### config.mk
export PLATFORM = sky130hd
export DESIGN_NAME = tpf_fifo_top
export DESIGN_NICKNAME = d
export VERILOG_FILES = /design/src/verilog/tpf_pkg.sv /design/src/verilog/tpf_fifo_top.sv
export SDC_FILE = /design/constraint.sdc
export NUM_CORES = 2
export LEC_CHECK = 0
export BUFFER_PORTS_ARGS = -buffer_cell sky130_fd_sc_hd__buf_2
export CORE_MARGIN = 2
export CORE_UTILIZATION = 40
export DETAILED_ROUTE_END_ITERATION = 10
export PLACE_DENSITY = 0.68
export SETUP_SLACK_MARGIN = 0.05
export SYNTH_ARGS = -nofsm -noshare
export SYNTH_HDL_FRONTEND = slang
export SYNTH_MEMORY_MAX_BITS = 65536
export SYNTH_SLANG_ARGS = --single-unit
### constraint.sdc
create_clock -name pclk -period 4.8 [get_ports pclk]
set_input_delay 0 -clock pclk [delete_from_list [all_inputs] [get_ports pclk]]
set_output_delay 0 -clock pclk [all_outputs]
set_load 0.05 [all_outputs]
### src/verilog/tpf_pkg.sv
package tpf_pkg;

  // Queue geometry
  localparam int          TPF_DEPTH    = 64;
  localparam int          TPF_AW       = 6;
  localparam int          TPF_PW       = 7;
  localparam int          TPF_DW       = 36;
  localparam int          TPF_HW       = 18;
  localparam int          TPF_BW       = 9;
  localparam logic [6:0]  TPF_FULL_CNT = 7'h40;
  localparam logic [6:0]  TPF_PTR_RST  = 7'h00;

  // Almost-flag offsets, indexed by {offset_sel_hi, offset_sel_lo}
  localparam logic [6:0]  TPF_OFS_0    = 7'h04;
  localparam logic [6:0]  TPF_OFS_1    = 7'h08;
  localparam logic [6:0]  TPF_OFS_2    = 7'h0c;
  localparam logic [6:0]  TPF_OFS_3    = 7'h10;

  // Narrow-port piece counts (last phase index)
  localparam logic [1:0]  TPF_LAST_WORD = 2'h1;
  localparam logic [1:0]  TPF_LAST_BYTE = 2'h3;

  // APB register byte addresses
  localparam logic [11:0] TPF_REG_CTRL = 12'h000;
  localparam logic [11:0] TPF_REG_STAT = 12'h004;
  localparam logic [11:0] TPF_REG_LVL  = 12'h008;

  // Status and level field positions
  localparam int          TPF_STAT_OFS_LSB = 16;
  localparam int          TPF_LVL_CA_LSB   = 16;

  // Reset values
  localparam logic [6:0]  TPF_CTRL_RST  = 7'h00;
  localparam logic [1:0]  TPF_READY_RST = 2'h0;
  localparam logic        TPF_IDLE_RST  = 1'b1;

  typedef struct packed {
    logic byte_c;
    logic byte_b;
    logic swap_c;
    logic swap_b;
    logic pgen_b;
    logic pgen_a;
    logic odd;
  } tpf_ctrl_t;

  typedef struct packed {
    logic [6:0] wptr;
    logic [6:0] rptr;
  } tpf_ptrs_t;

endpackage

### src/verilog/tpf_fifo_top.sv
// Operation
// - Two 64x36 queues, A-to-B and C-to-A
// - Port A 36-bit two-way, B out, C in
// - Ports B and C: word or byte size
// - Byte order swap on B and C
// - Passive parity check on A and C writes
// - Selectable parity generation on A, B reads
// - Transfers only on enabled rising clock edge
// - One shared clock pclk for all ports, simultaneous read and write
// - First word stored; explicit read fetches it
// - Reset zeroes all read and write pointers
// - Offset selects sampled at reset choose X
// - Empty and full flags per queue
// - Full flags two-stage synced to writer
// - Empty flags two-stage synced to reader
// - Port A almost-empty low at count <= X
// - Port B almost-empty low at count <= X
// - Port A almost-full low at free <= X
// - Port C almost-full low at free <= X
// - Idle when inactive, wake on port A transfer, B read, C write or psel
// - Port A moves only when selected and gated
// - Port A empty rises second edge after data
// - Port A full rises second edge after reset
//
// Implementation choices: the address map and register access over APB.
`timescale 1ns/10ps
module tpf_fifo_top
  import tpf_pkg::*;
#(
  parameter logic [6:0] OFS_SEL0 = TPF_OFS_0,
  parameter logic [6:0] OFS_SEL1 = TPF_OFS_1,
  parameter logic [6:0] OFS_SEL2 = TPF_OFS_2,
  parameter logic [6:0] OFS_SEL3 = TPF_OFS_3
)
(
  // Clock and reset
  input  wire logic        pclk,
  input  wire logic        presetn,
  // APB slave
  input  wire logic        psel,
  input  wire logic        penable,
  input  wire logic        pwrite,
  input  wire logic [11:0] paddr,
  input  wire logic [31:0] pwdata,
  output logic [31:0]      prdata,
  output logic             pready,
  output logic             pslverr,
  // Offset selects
  input  wire logic        offset_sel_lo,
  input  wire logic        offset_sel_hi,
  // Port A
  input  wire logic        porta_select_n,
  input  wire logic        porta_xfer_gate,
  input  wire logic        porta_write,
  input  wire logic [35:0] porta_bus_in,
  output logic [35:0]      porta_bus_out,
  output logic             porta_bus_oe_n,
  output logic             porta_empty_flag_n,
  output logic             porta_full_flag_n,
  output logic             porta_almost_empty_n,
  output logic             porta_almost_full_n,
  output logic             porta_parity_err_n,
  // Port B
  input  wire logic        portb_read,
  output logic [17:0]      portb_bus,
  output logic             portb_empty_flag_n,
  output logic             portb_almost_empty_n,
  // Port C
  input  wire logic        portc_write,
  input  wire logic [17:0] portc_bus,
  output logic             portc_full_flag_n,
  output logic             portc_almost_full_n,
  output logic             portc_parity_err_n,
  // Power state
  output logic             low_power_idle
);

  function automatic logic par_ok(logic [8:0] b, logic odd);
    par_ok = ((^b) == odd);
  endfunction

  function automatic logic [8:0] gen_byte(logic [8:0] b, logic en, logic odd);
    gen_byte = en ? {(^b[7:0]) ^ odd, b[7:0]} : b;
  endfunction

  function automatic logic word_par_ok(logic [35:0] w, logic odd);
    logic ok;
    ok = 1'b1;
    for (int i = 0; i < 4; i++)
    begin
      ok = ok & par_ok(w[i*TPF_BW +: TPF_BW], odd);
    end
    word_par_ok = ok;
  endfunction

  function automatic logic [35:0] gen_word(logic [35:0] w, logic en, logic odd);
    logic [35:0] r;
    r = w;
    for (int i = 0; i < 4; i++)
    begin
      r[i*TPF_BW +: TPF_BW] = gen_byte(w[i*TPF_BW +: TPF_BW], en, odd);
    end
    gen_word = r;
  endfunction

  function automatic logic [6:0] diff7(logic [6:0] a, logic [6:0] b);
    diff7 = a - b;
  endfunction

  function automatic logic [6:0] ofs_lookup(logic [1:0] s);
    case (s)
      2'h0:    ofs_lookup = OFS_SEL0;
      2'h1:    ofs_lookup = OFS_SEL1;
      2'h2:    ofs_lookup = OFS_SEL2;
      default: ofs_lookup = OFS_SEL3;
    endcase
  endfunction

  tpf_ctrl_t   ctrl_ff;
  tpf_ptrs_t   ab_ff;
  tpf_ptrs_t   ca_ff;
  logic [35:0] mem_ab [TPF_DEPTH];
  logic [35:0] mem_ca [TPF_DEPTH];
  logic [6:0]  wab_s1_ff;
  logic [6:0]  wab_s2_ff;
  logic [6:0]  rab_s1_ff;
  logic [6:0]  rab_s2_ff;
  logic [6:0]  wca_s1_ff;
  logic [6:0]  wca_s2_ff;
  logic [6:0]  rca_s1_ff;
  logic [6:0]  rca_s2_ff;
  logic [1:0]  ready_ff;
  logic [1:0]  ofs_s1_ff;
  logic [1:0]  ofs_s2_ff;
  logic        ofs_cap_done_ff;
  logic [6:0]  ofs_x_ff;
  logic [35:0] porta_out_ff;
  logic [17:0] portb_out_ff;
  logic [1:0]  b_phase_ff;
  logic [1:0]  c_phase_ff;
  logic [35:0] c_asm_ff;
  logic [35:0] nxt_c_asm;
  logic        pa_perr_ff;
  logic        pc_perr_ff;
  logic        idle_ff;
  logic [31:0] prdata_ff;
  logic [6:0]  cnt_ab_wr;
  logic [6:0]  cnt_ab_rd;
  logic [6:0]  cnt_ca_wr;
  logic [6:0]  cnt_ca_rd;
  logic        ab_full_n;
  logic        ab_empty_n;
  logic        ca_full_n;
  logic        ca_empty_n;
  logic        a_xfer;
  logic        a_wr;
  logic        a_rd;
  logic        b_rd;
  logic        b_last;
  logic [1:0]  b_lastph;
  logic [1:0]  b_idx;
  logic [35:0] b_word;
  logic        c_wr;
  logic        c_last;
  logic [1:0]  c_lastph;
  logic [1:0]  c_idx;
  logic        c_par;
  logic        apb_mapped;

  // Counts seen from each side through the synced far pointer
  assign cnt_ab_wr  = diff7(ab_ff.wptr, rab_s2_ff);
  assign cnt_ab_rd  = diff7(wab_s2_ff, ab_ff.rptr);
  assign cnt_ca_wr  = diff7(ca_ff.wptr, rca_s2_ff);
  assign cnt_ca_rd  = diff7(wca_s2_ff, ca_ff.rptr);
  assign ab_full_n  = ready_ff[1] && (cnt_ab_wr != TPF_FULL_CNT);
  assign ca_full_n  = ready_ff[1] && (cnt_ca_wr != TPF_FULL_CNT);
  assign ab_empty_n = (cnt_ab_rd != TPF_PTR_RST);
  assign ca_empty_n = (cnt_ca_rd != TPF_PTR_RST);

  assign porta_full_flag_n    = ab_full_n;
  assign portc_full_flag_n    = ca_full_n;
  assign porta_empty_flag_n   = ca_empty_n;
  assign portb_empty_flag_n   = ab_empty_n;
  assign porta_almost_empty_n = (cnt_ca_rd > ofs_x_ff);
  assign portb_almost_empty_n = (cnt_ab_rd > ofs_x_ff);
  assign porta_almost_full_n  = (diff7(TPF_FULL_CNT, cnt_ab_wr) > ofs_x_ff);
  assign portc_almost_full_n  = (diff7(TPF_FULL_CNT, cnt_ca_wr) > ofs_x_ff);

  // Port A qualification
  assign a_xfer = !porta_select_n && porta_xfer_gate;
  assign a_wr   = a_xfer && porta_write && ab_full_n;
  assign a_rd   = a_xfer && !porta_write && ca_empty_n;

  // Port B piece select
  assign b_lastph = ctrl_ff.byte_b ? TPF_LAST_BYTE : TPF_LAST_WORD;
  assign b_idx    = ctrl_ff.swap_b ? b_lastph - b_phase_ff : b_phase_ff;
  assign b_last   = (b_phase_ff == b_lastph);
  assign b_rd     = portb_read && ab_empty_n;
  assign b_word   = mem_ab[ab_ff.rptr[TPF_AW-1:0]];

  // Port C piece placement
  assign c_lastph = ctrl_ff.byte_c ? TPF_LAST_BYTE : TPF_LAST_WORD;
  assign c_idx    = ctrl_ff.swap_c ? c_lastph - c_phase_ff : c_phase_ff;
  assign c_last   = (c_phase_ff == c_lastph);
  assign c_wr     = portc_write && ca_full_n;

  always_comb
  begin
    nxt_c_asm = c_asm_ff;
    if (ctrl_ff.byte_c)
    begin
      nxt_c_asm[c_idx*TPF_BW +: TPF_BW] = portc_bus[8:0];
      c_par = par_ok(portc_bus[8:0], ctrl_ff.odd);
    end
    else
    begin
      nxt_c_asm[c_idx[0]*TPF_HW +: TPF_HW] = portc_bus;
      c_par = par_ok(portc_bus[8:0], ctrl_ff.odd) && par_ok(portc_bus[17:9], ctrl_ff.odd);
    end
  end

  // Reset release sequencing for full flags
  always_ff @(posedge pclk or negedge presetn)
  begin
    if (!presetn)
      ready_ff <= TPF_READY_RST;
    else
      ready_ff <= {ready_ff[0], 1'b1};
  end

  // Offset selects: synced, latched once after reset release
  always_ff @(posedge pclk or negedge presetn)
  begin
    if (!presetn)
    begin
      ofs_s1_ff       <= 2'h0;
      ofs_s2_ff       <= 2'h0;
      ofs_cap_done_ff <= 1'b0;
      ofs_x_ff        <= TPF_OFS_0;
    end
    else
    begin
      ofs_s1_ff <= {offset_sel_hi, offset_sel_lo};
      ofs_s2_ff <= ofs_s1_ff;
      if (ready_ff[1] && !ofs_cap_done_ff)
      begin
        ofs_cap_done_ff <= 1'b1;
        ofs_x_ff        <= ofs_lookup(ofs_s2_ff);
      end
    end
  end

  // Queue A-to-B pointers
  always_ff @(posedge pclk or negedge presetn)
  begin
    if (!presetn)
      ab_ff <= '{wptr: TPF_PTR_RST, rptr: TPF_PTR_RST};
    else
    begin
      if (a_wr)
        ab_ff.wptr <= ab_ff.wptr + 7'h01;
      if (b_rd && b_last)
        ab_ff.rptr <= ab_ff.rptr + 7'h01;
    end
  end

  // Queue C-to-A pointers
  always_ff @(posedge pclk or negedge presetn)
  begin
    if (!presetn)
      ca_ff <= '{wptr: TPF_PTR_RST, rptr: TPF_PTR_RST};
    else
    begin
      if (c_wr && c_last)
        ca_ff.wptr <= ca_ff.wptr + 7'h01;
      if (a_rd)
        ca_ff.rptr <= ca_ff.rptr + 7'h01;
    end
  end

  // Pointer crossings, two stages each way
  always_ff @(posedge pclk or negedge presetn)
  begin
    if (!presetn)
    begin
      wab_s1_ff <= TPF_PTR_RST;
      wab_s2_ff <= TPF_PTR_RST;
      rab_s1_ff <= TPF_PTR_RST;
      rab_s2_ff <= TPF_PTR_RST;
      wca_s1_ff <= TPF_PTR_RST;
      wca_s2_ff <= TPF_PTR_RST;
      rca_s1_ff <= TPF_PTR_RST;
      rca_s2_ff <= TPF_PTR_RST;
    end
    else
    begin
      wab_s1_ff <= ab_ff.wptr;
      wab_s2_ff <= wab_s1_ff;
      rab_s1_ff <= ab_ff.rptr;
      rab_s2_ff <= rab_s1_ff;
      wca_s1_ff <= ca_ff.wptr;
      wca_s2_ff <= wca_s1_ff;
      rca_s1_ff <= ca_ff.rptr;
      rca_s2_ff <= rca_s1_ff;
    end
  end

  // Storage arrays
  always_ff @(posedge pclk)
  begin
    if (a_wr)
      mem_ab[ab_ff.wptr[TPF_AW-1:0]] <= porta_bus_in;
    if (c_wr && c_last)
      mem_ca[ca_ff.wptr[TPF_AW-1:0]] <= nxt_c_asm;
  end

  // Port A output register and parity check
  always_ff @(posedge pclk or negedge presetn)
  begin
    if (!presetn)
    begin
      porta_out_ff <= 36'h0;
      pa_perr_ff   <= 1'b0;
    end
    else
    begin
      if (a_rd)
        porta_out_ff <= gen_word(mem_ca[ca_ff.rptr[TPF_AW-1:0]], ctrl_ff.pgen_a, ctrl_ff.odd);
      if (a_xfer && porta_write)
        pa_perr_ff <= !word_par_ok(porta_bus_in, ctrl_ff.odd);
    end
  end

  assign porta_bus_out      = porta_out_ff;
  assign porta_bus_oe_n     = !(!porta_select_n && !porta_write);
  assign porta_parity_err_n = !pa_perr_ff;

  // Port B narrow reader
  always_ff @(posedge pclk or negedge presetn)
  begin
    if (!presetn)
    begin
      portb_out_ff <= 18'h0;
      b_phase_ff   <= 2'h0;
    end
    else if (b_rd)
    begin
      b_phase_ff <= b_last ? 2'h0 : b_phase_ff + 2'h1;
      if (ctrl_ff.byte_b)
        portb_out_ff <= {9'h0, gen_byte(b_word[b_idx*TPF_BW +: TPF_BW], ctrl_ff.pgen_b, ctrl_ff.odd)};
      else
        portb_out_ff <= {gen_byte(b_word[b_idx[0]*TPF_HW+TPF_BW +: TPF_BW], ctrl_ff.pgen_b, ctrl_ff.odd),
                         gen_byte(b_word[b_idx[0]*TPF_HW +: TPF_BW], ctrl_ff.pgen_b, ctrl_ff.odd)};
    end
  end

  assign portb_bus = portb_out_ff;

  // Port C narrow writer
  always_ff @(posedge pclk or negedge presetn)
  begin
    if (!presetn)
    begin
      c_asm_ff   <= 36'h0;
      c_phase_ff <= 2'h0;
      pc_perr_ff <= 1'b0;
    end
    else if (c_wr)
    begin
      c_asm_ff   <= nxt_c_asm;
      c_phase_ff <= c_last ? 2'h0 : c_phase_ff + 2'h1;
      pc_perr_ff <= !c_par;
    end
  end

  assign portc_parity_err_n = !pc_perr_ff;

  // Idle detect
  always_ff @(posedge pclk or negedge presetn)
  begin
    if (!presetn)
      idle_ff <= TPF_IDLE_RST;
    else
      idle_ff <= !(a_xfer || portb_read || portc_write || psel);
  end

  assign low_power_idle = idle_ff && !(a_xfer || portb_read || portc_write || psel);

  // APB slave
  assign apb_mapped = (paddr == TPF_REG_CTRL) || (paddr == TPF_REG_STAT) || (paddr == TPF_REG_LVL);
  assign pready     = 1'b1;
  assign pslverr    = psel && penable && !apb_mapped;
  assign prdata     = prdata_ff;

  always_ff @(posedge pclk or negedge presetn)
  begin
    if (!presetn)
      ctrl_ff <= TPF_CTRL_RST;
    else if (psel && penable && pwrite && (paddr == TPF_REG_CTRL))
      ctrl_ff <= pwdata[6:0];
  end

  always_ff @(posedge pclk or negedge presetn)
  begin
    if (!presetn)
      prdata_ff <= 32'h0;
    else if (psel && !penable)
    begin
      case (paddr)
        TPF_REG_CTRL: prdata_ff <= {25'h0, ctrl_ff};
        TPF_REG_STAT: prdata_ff <= {9'h0, ofs_x_ff, 5'h0, low_power_idle, portc_parity_err_n, porta_parity_err_n,
                                    portc_almost_full_n, portc_full_flag_n, portb_almost_empty_n,
                                    portb_empty_flag_n, porta_almost_full_n, porta_almost_empty_n,
                                    porta_full_flag_n, porta_empty_flag_n};
        TPF_REG_LVL:  prdata_ff <= {9'h0, cnt_ca_rd, 9'h0, cnt_ab_rd};
        default:      prdata_ff <= 32'h0;
      endcase
    end
  end
endmodule

# --- After elaboration in Yosys (flattened, before gate mapping) ---
# Memory sizes are Yosys's and may differ from the RTL's.
# Index checks and enable logic that the tools add are counted.
word_totals:
  ramBits: 4608
  elab_cells: 168
  reg_bits: 234
  output_inout_bits: 100
  n_memories: 2
op_classes:
  muxes: 24
  bitwise_logic: 10
  shift: 7
  reduce_logical: 53
  eq_ne: 14
  n_lt_le_gt_ge: 4
  multipliers: 4
  add_sub_neg: 17
memory_table:
  columns: ["memory", "words", "width", "rd", "rd_clocked_by_memory_dff", "wr", "line_no", "source"]
  rows:
  - ["mem_ab", 64, 36, 1, 0, 1, "tpf_fifo_top.sv:122", "logic [35:0] mem_ab [TPF_DEPTH];"]
  - ["mem_ca", 64, 36, 1, 0, 1, "tpf_fifo_top.sv:123", "logic [35:0] mem_ca [TPF_DEPTH];"]
ops:
  columns: ["cell", "n"]
  rows:
  - ["$bwmux 36", 2]
  - ["$shiftx 36x7->9", 2]
  - ["$pmux 23 s3", 1]
  - ["$neg 6->34", 2]
  - ["$mux 9", 7]
  - ["$reduce_xor 8->1", 7]
  - ["$reduce_xor 9->1", 6]
  - ["$mux 36", 1]
  - ["$shift 18x34->36 const A", 1]
  - ["$shift 9x34->36 const A", 1]
  - ["$shiftx 18x34->36", 1]
  - ["$shiftx 36x8->9", 1]
  - ["$shiftx 9x34->36", 1]
  - ["$add 7x1->7 const B", 4]
  - ["$gt 7x7->1", 4]
  - ["$sub 7x7->7", 4]
  - ["$logic_and 1x1->1", 20]
  - ["$mux 18", 1]
  - ["$pmux 5 s3", 1]
  - ["$ne 7x7->1 const B", 2]
  - ["$reduce_bool 7->1", 2]
  - ["$sub 7x7->7 const A", 2]
  - ["$eq 12x3->1 const B", 1]
  - ["$eq 12x4->1 const B", 1]
  - ["other kinds (17)", 58]

# --- Logic depth before layout (Yosys ltp) ---
depth:
  word_depth: 10
  depth_mapped: 23

# --- Least setup slack after synthesis ---
# Ideal clock, no wire load.
synth_path:
  kind: "flip-flop to flip-flop"
  from: "reg ab_ff[7] in the netlist's numbering"
  to: "mem mem_ab[63][0], enable pin"
  setup_time_ns: 0.429
  required_ns: 4.371
  t_arrival_ns: 5.393
  setup_slack_ns: -1.022
  path_buffers: 3
  stages_incl_launch_ff: 19
  synth_period_minus_slack_ns: 5.822
  path_cell_list: "dfrtp_1 clkbuf_1 inv_1 ha_1 inv_1 fa_1 a21oi_1 nor2_1 nor2_1 o21bai_1 a21oi_1 xnor2_1 a31oi_1 and3_1 clkbuf_1 and2_1 clkbuf_1 nand3_1 nor2_1"
synth_via:
  elab_chain_cells: 6
synth_lines:
  columns: ["item", "line_no", "source"]
  rows:
  - ["start, declared", "tpf_fifo_top.sv:120", "tpf_ptrs_t ab_ff;"]
  - ["start signal, assigned", "tpf_fifo_top.sv:257", "ab_ff <= '{wptr: TPF_PTR_RST, rptr: TPF_PTR_RST};"]
  - ["$sub 7x7->7", "tpf_fifo_top.sv:107", "diff7 = a - b;"]
  - ["$ne 7x7->1", "tpf_fifo_top.sv:175", "assign ab_full_n = ready_ff[1] && (cnt_ab_wr != TPF_FULL_CNT);"]
  - ["$logic_and 1x1->1", "tpf_fifo_top.sv:175", null]
  - ["via porta_full_flag_n", "tpf_fifo_top.sv:59", "output logic porta_full_flag_n,"]
  - ["$logic_and 1x1->1", "tpf_fifo_top.sv:191", "assign a_wr = a_xfer && porta_write && ab_full_n;"]
  - ["$mux 1", "tpf_fifo_top.sv:311", "if (a_wr)"]
  - ["$mux 1 (not written as such)", "tpf_fifo_top.sv:312", "mem_ab[ab_ff.wptr[TPF_AW-1:0]] <= porta_bus_in;"]
  - ["end, declared", "tpf_fifo_top.sv:122", null]
# The timed path passes the listed nets, and every way through them passes these cells.

# --- Worst setup path in the final report ---
layout_path:
  from: "reg ca_ff[0] in the netlist's numbering"
  to: "reg porta_out_ff[26] (netlist: porta_bus_out[26])"
layout_via:
  elab_chain_cells: 4
  word_cells_on_any_way: 7
  classes_between: "add/sub: 1; mux: 1; bitwise: 1; reduce/logical: 3; memory: 1"
layout_lines:
  columns: ["item", "line_no", "source"]
  rows:
  - ["start, declared", "tpf_fifo_top.sv:121", "tpf_ptrs_t ca_ff;"]
  - ["start signal, assigned", "tpf_fifo_top.sv:271", "ca_ff <= '{wptr: TPF_PTR_RST, rptr: TPF_PTR_RST};"]
  - ["$mem_v2 64x36", null, null]
  - ["$reduce_xor 8->1", "tpf_fifo_top.sv:83", "gen_byte = en ? {(^b[7:0]) ^ odd, b[7:0]} : b;"]
  - ["$xor 1x1->1", "tpf_fifo_top.sv:83", null]
  - ["$mux 9", "tpf_fifo_top.sv:83", null]
  - ["end signal, assigned", "tpf_fifo_top.sv:328", "porta_out_ff <= gen_word(mem_ca[ca_ff.rptr[TPF_AW-1:0]], ctrl_ff.pgen_a, ctrl_ff.odd);"]
  - ["end, declared", "tpf_fifo_top.sv:137", "logic [35:0] porta_out_ff;"]
# Parallel ways exist; a longest one is shown, timed or not.
# A chain may end at the register's enable or synchronous reset.

==> impl_metrics.py <==
metrics = {
    "floorplanning": {
        "floorplan.initialDensity_pct": 40.1,
        "io_pins": 210,
        "horizontal_die_dimension_um": 691,
        "die-area_um2": 477000,
        "die_y_um": 691,
        "core_um2": 470000,
        "fp-row-count": 252,
    },
    "yosys": {
        "yosys.cell_types.count": 96,
        "synth-edff-count": 4608,
        "synth_flop_cell": "sky130_fd_sc_hd__edfxtp_1",
        "synth_top_cell_by_area": "sky130_fd_sc_hd__edfxtp_1",
        "synthesis.area_per_instance_um2": 21.5,
        "yosys_warnings": 0,
        "synth.cell_area_um2": 189000,
        "yosysSeqAreaShare_pct": 76.2,
        "synthMostInstantiatedCell": "sky130_fd_sc_hd__edfxtp_1",
        "post_synth_inst_count": 8773,
        "synth_common_cells": "4608 x sky130_fd_sc_hd__edfxtp_1, 1125 x sky130_fd_sc_hd__mux4_2, 376 x sky130_fd_sc_hd__mux2i_1",
        "yosys-top-cells-area": "sky130_fd_sc_hd__edfxtp_1 73%, sky130_fd_sc_hd__mux4_2 13%, sky130_fd_sc_hd__dfrtp_1 2.8%",
        "netlist.area_leader.share_pct": 73.4,
        "synth.ff_latch_count": 4824,
        "synth_async_sr_flop_share_pct": 4.48,
    },
    "route": {
        "postRouteAntennaNets": 0,
        "routedWlPerCell_um": 31.9,
        "detail_route.drc_violations": 0,
        "detail_route.wirelength_um": 521000,
        "drt-vias-per-instance": 5.93,
        "drtPass1Iterations": 5,
        "dr_total_vias": 96800,
        "detail_route.iter0.violations": 13800,
    },
    "final_layout": {
        "final_core_util_pct": 46.6,
        "drive_above_1_share_pct": 29.2,
        "area_delta_synth_final_pct": 16.3,
        "post-route-cell-area_um2": 219000,
        "design.final.nets": 9850,
        "nFillCells": 37900,
    },
    "clocking": {
        "cts-buffers-inserted": 451,
        "ctsLongestPathBuffers": 4,
        "cts_tree": "done",
        "h-tree-depth": 5,
        "cell_chosen_for_the_clock_root": "sky130_fd_sc_hd__clkbuf_16",
        "clk_latency_ps": 1070,
        "cts.clk_slew.worst_paths_ps": 60,
        "tritoncts_num_sinks": 4824,
    },
    "power_and_ir_drop": {
        "power_leakage_nw": 70.9,
        "power_frac_seq_pct": 38.7,
        "net_switching_power_mw": 42.8,
        "p_comb_share_pct": 33.7,
        "vdd_drop_max_mv": 0.562,
        "power_density_nw_per_um2": 595,
        "p_int_mw": 87.7,
        "power_frac_clock_pct": 27.6,
        "switching_share_pct": 32.8,
    },
    "critical_path": {
        "slowest_delay_ps": 890,
        "ff2ff_path_depth": 10,
        "cp.required_ps": 5730,
        "crit_chain": "buf_12 -> buf_4 -> mux4_2 -> o22ai_1 -> nor3_1 -> o31ai_1 -> xnor2_1 -> xnor2_1 -> mux2_2 -> mux2_2",
        "worst-setup-path-type": "reg2reg",
        "critical_path.reg2reg.startpoint": "ca_ff[0]",
        "setup.worst_path.start_class": "flop",
        "crit_path_max_fanout": 37,
        "timing.rr.end": "porta_bus_out[26]",
        "worstSetupEndpointType": "flop",
        "critPathSlowestCell": "sky130_fd_sc_hd__o31ai_1",
        "reg2reg_setup_slack_ps": 30,
        "critical_path_arrival_ps": 5700,
    },
    "timing": {
        "max_clock_freq_mhz": 210,
        "timing.final.hold_violations": 0,
        "worst_slew_margin_rel_pct": 1.32,
        "final-max-slew-violation-count": 0,
        "worst_hold_slack_ps": 100,
        "layout_worst_path_cycle_share_pct": 99.3,
        "setup_viol": 0,
        "worst_clk_skew_ps": 106,
        "tightest_slew_ps": 1440,
        "final_period_minus_worst_setup_slack_ps": 4770,
        "final_critical_path_setup_slack_ps": 31.3,
        "grt_setup_unrepaired": "false",
    },
    "global_routing": {
        "global_route.overflow_total": 0,
        "number_of_global_route_vias_before_repair": 98200,
        "grt_util_all_layers_pct": 21.3,
        "grt_start_max_net_pins": 135,
        "grt_pass1_wl_um": 735000,
        "grt_antenna_before_repair": 16,
    },
    "placement": {
        "post-dp-hpwl_um": 309000,
        "buffer_ports.inserted": 169,
        "place_worst_setup_slack_ps": 42.0,
        "cell_area_reported_after_detailed_placement_um2": 203000,
        "place_congestion": 0.886,
    },
    "run": {
        "maxCapViolCount": 1,
    },
    "min_path": {
        "hold_depth": 4,
        "worst_hold_startpoint": "portc_write",
        "holdCritPathClass": "in2reg",
        "worstHoldEndpoint": "c_phase_ff[1]",
    },
    "status": {
        "failed_checks": "capacitance limit",
        "run_status": "finished, violations left",
    },
}
==> through the flow <==
| step | power (mW) | TNS, ps | instances |
|---|---|---|---|
| after CTS | 130 | 0 | 16300 |
| after floorplan | 79.1 | -848610 | 8787 |
| after global placement | 93.9 | -188 | 15300 |
| final | 130 | 0 | 16300 |
| after detailed placement | 94.6 | 0 | 15300 |
| after global routing | 134 | 0 | 16300 |
==> state kept, by name (all words and copies together), names as in the netlist, 7 cells and up <==
signal	cells
ca_ff	14
c_asm_ff	36
wab_s2_ff	7
mem_ca	2304
ab_ff	14
porta_bus_out	36
rab_s2_ff	7
wca_s1_ff	7
rca_s2_ff	7
wca_s2_ff	7
rab_s1_ff	7
portb_bus	18
ctrl_ff	7
prdata	18
wab_s1_ff	7
mem_ab	2304
rca_s1_ff	7
==> power groups by stage <==
stage	clock [mW]	sequential, mW	combinational (mW)
after floorplan	0	51.9	27.3
after global placement	0	51.4	42.5
after detailed placement	0	51.5	43.1
after CTS	36.3	50.5	43.6
after global routing	38.0	50.6	45.9
final	36.0	50.5	43.9
==> how the worst max path moves through the flow <==
stage	start	to	slack [ps]
finish	ca_ff[0]	porta_bus_out[26]	30
global route	ab_ff[0]	portb_bus[8]	50
CTS	ca_ff[0]	porta_bus_out[26]	60
detailed placement	ab_ff[3]	portb_bus[8]	40
global placement	ab_ff[3]	portb_bus[8]	-190
floorplan	ca_ff[7]	mem_ca[63][0]	-510
==> critical path: cells and delay by family (launching register included) <==
family | cells | cell delay [ps]
DFF | 1 | 680
and+or+nand+nor | 1 | 70
AOI/OAI and AO/OA | 2 | 1050
buffers and inverters | 2 | 940
xor gates and xnor gates | 2 | 910
muxes | 3 | 1020
==> metal layers <==
layer | wire length (um) | share of wire, % | global-route usage [%]
met4 | 22900 | 4.4 | 8.33
met2 | 256000 | 49 | 35.7
met5 | 34 | 0.0065 | 0
met3 | 51300 | 9.9 | 3.93
met1 | 191000 | 37 | 27.7
==> kinds of logic (layout without fill, tap and decap cells) <==
kind of cell	after synthesis	count (layout)	share of synthesized area [%]
buffers and inverters	551	1845	1.82
other	2	20	0.00398
and+or+nand+nor	833	834	1.95
AOI/OAI and AO/OA	755	755	2.80
xor gates and xnor gates	165	165	0.792
adders and majority gates	52	52	0.361
DFF	4824	4824	76.2
muxes	1591	1591	16.0
==> final cells by class <==
class / instances / area, um2 / area share, %
tap: 6223 / 7790 / 3.55
antenna: 4 / 10.0 / 0.00457
clock buffer: 570 / 12000 / 5.47
clock inverter: 277 / 2860 / 1.30
timing repair buffer: 938 / 9570 / 4.36
inverter: 60 / 240 / 0.110
sequential: 4824 / 144000 / 65.6
multi-input combinational: 3413 / 43000 / 19.6
==> timing repair <==
| item | 4_1_cts | 5_1_grt |
|---|---|---|
| gates cloned | 0 | 1 |
| buffers inserted | 5 | 1 |
| hold endpoints to repair | 4331 | 0 |
| resized for setup | 2 | 10 |
| hold buffers | 119 | 0 |
| pin swaps | 0 | 3 |
| setup endpoints to repair | 3 | 225 |
==> placed cells by master (no fill, tap or decap), types with 17 or more instances in the layout <==
cell / count
sky130_fd_sc_hd__edfxtp_1: 4608
sky130_fd_sc_hd__mux4_2: 1125
sky130_fd_sc_hd__clkbuf_16: 455
sky130_fd_sc_hd__buf_4: 438
sky130_fd_sc_hd__mux2i_1: 376
sky130_fd_sc_hd__nand2_1: 321
sky130_fd_sc_hd__buf_12: 209
sky130_fd_sc_hd__dfrtp_1: 202
sky130_fd_sc_hd__buf_2: 168
sky130_fd_sc_hd__nor2_1: 137
sky130_fd_sc_hd__nor2_4: 128
sky130_fd_sc_hd__xnor2_1: 125
sky130_fd_sc_hd__dlygate4sd3_1: 118
sky130_fd_sc_hd__a21oi_1: 116
sky130_fd_sc_hd__o221ai_1: 102
sky130_fd_sc_hd__clkinv_2: 101
sky130_fd_sc_hd__o22ai_1: 100
sky130_fd_sc_hd__o21ai_0: 98
sky130_fd_sc_hd__clkbuf_1: 97
sky130_fd_sc_hd__clkinv_1: 90
sky130_fd_sc_hd__mux2_2: 78
sky130_fd_sc_hd__nand3_1: 57
sky130_fd_sc_hd__a22oi_1: 57
sky130_fd_sc_hd__nor3_1: 50
sky130_fd_sc_hd__ha_1: 48
sky130_fd_sc_hd__inv_1: 47
sky130_fd_sc_hd__a221oi_1: 46
sky130_fd_sc_hd__bufinv_16: 46
sky130_fd_sc_hd__xor2_1: 28
sky130_fd_sc_hd__a31oi_4: 28
sky130_fd_sc_hd__a31oi_1: 23
sky130_fd_sc_hd__a211oi_1: 18
sky130_fd_sc_hd__clkbuf_8: 18
sky130_fd_sc_hd__o21ai_1: 17
Power figures use the tool's default switching activity.
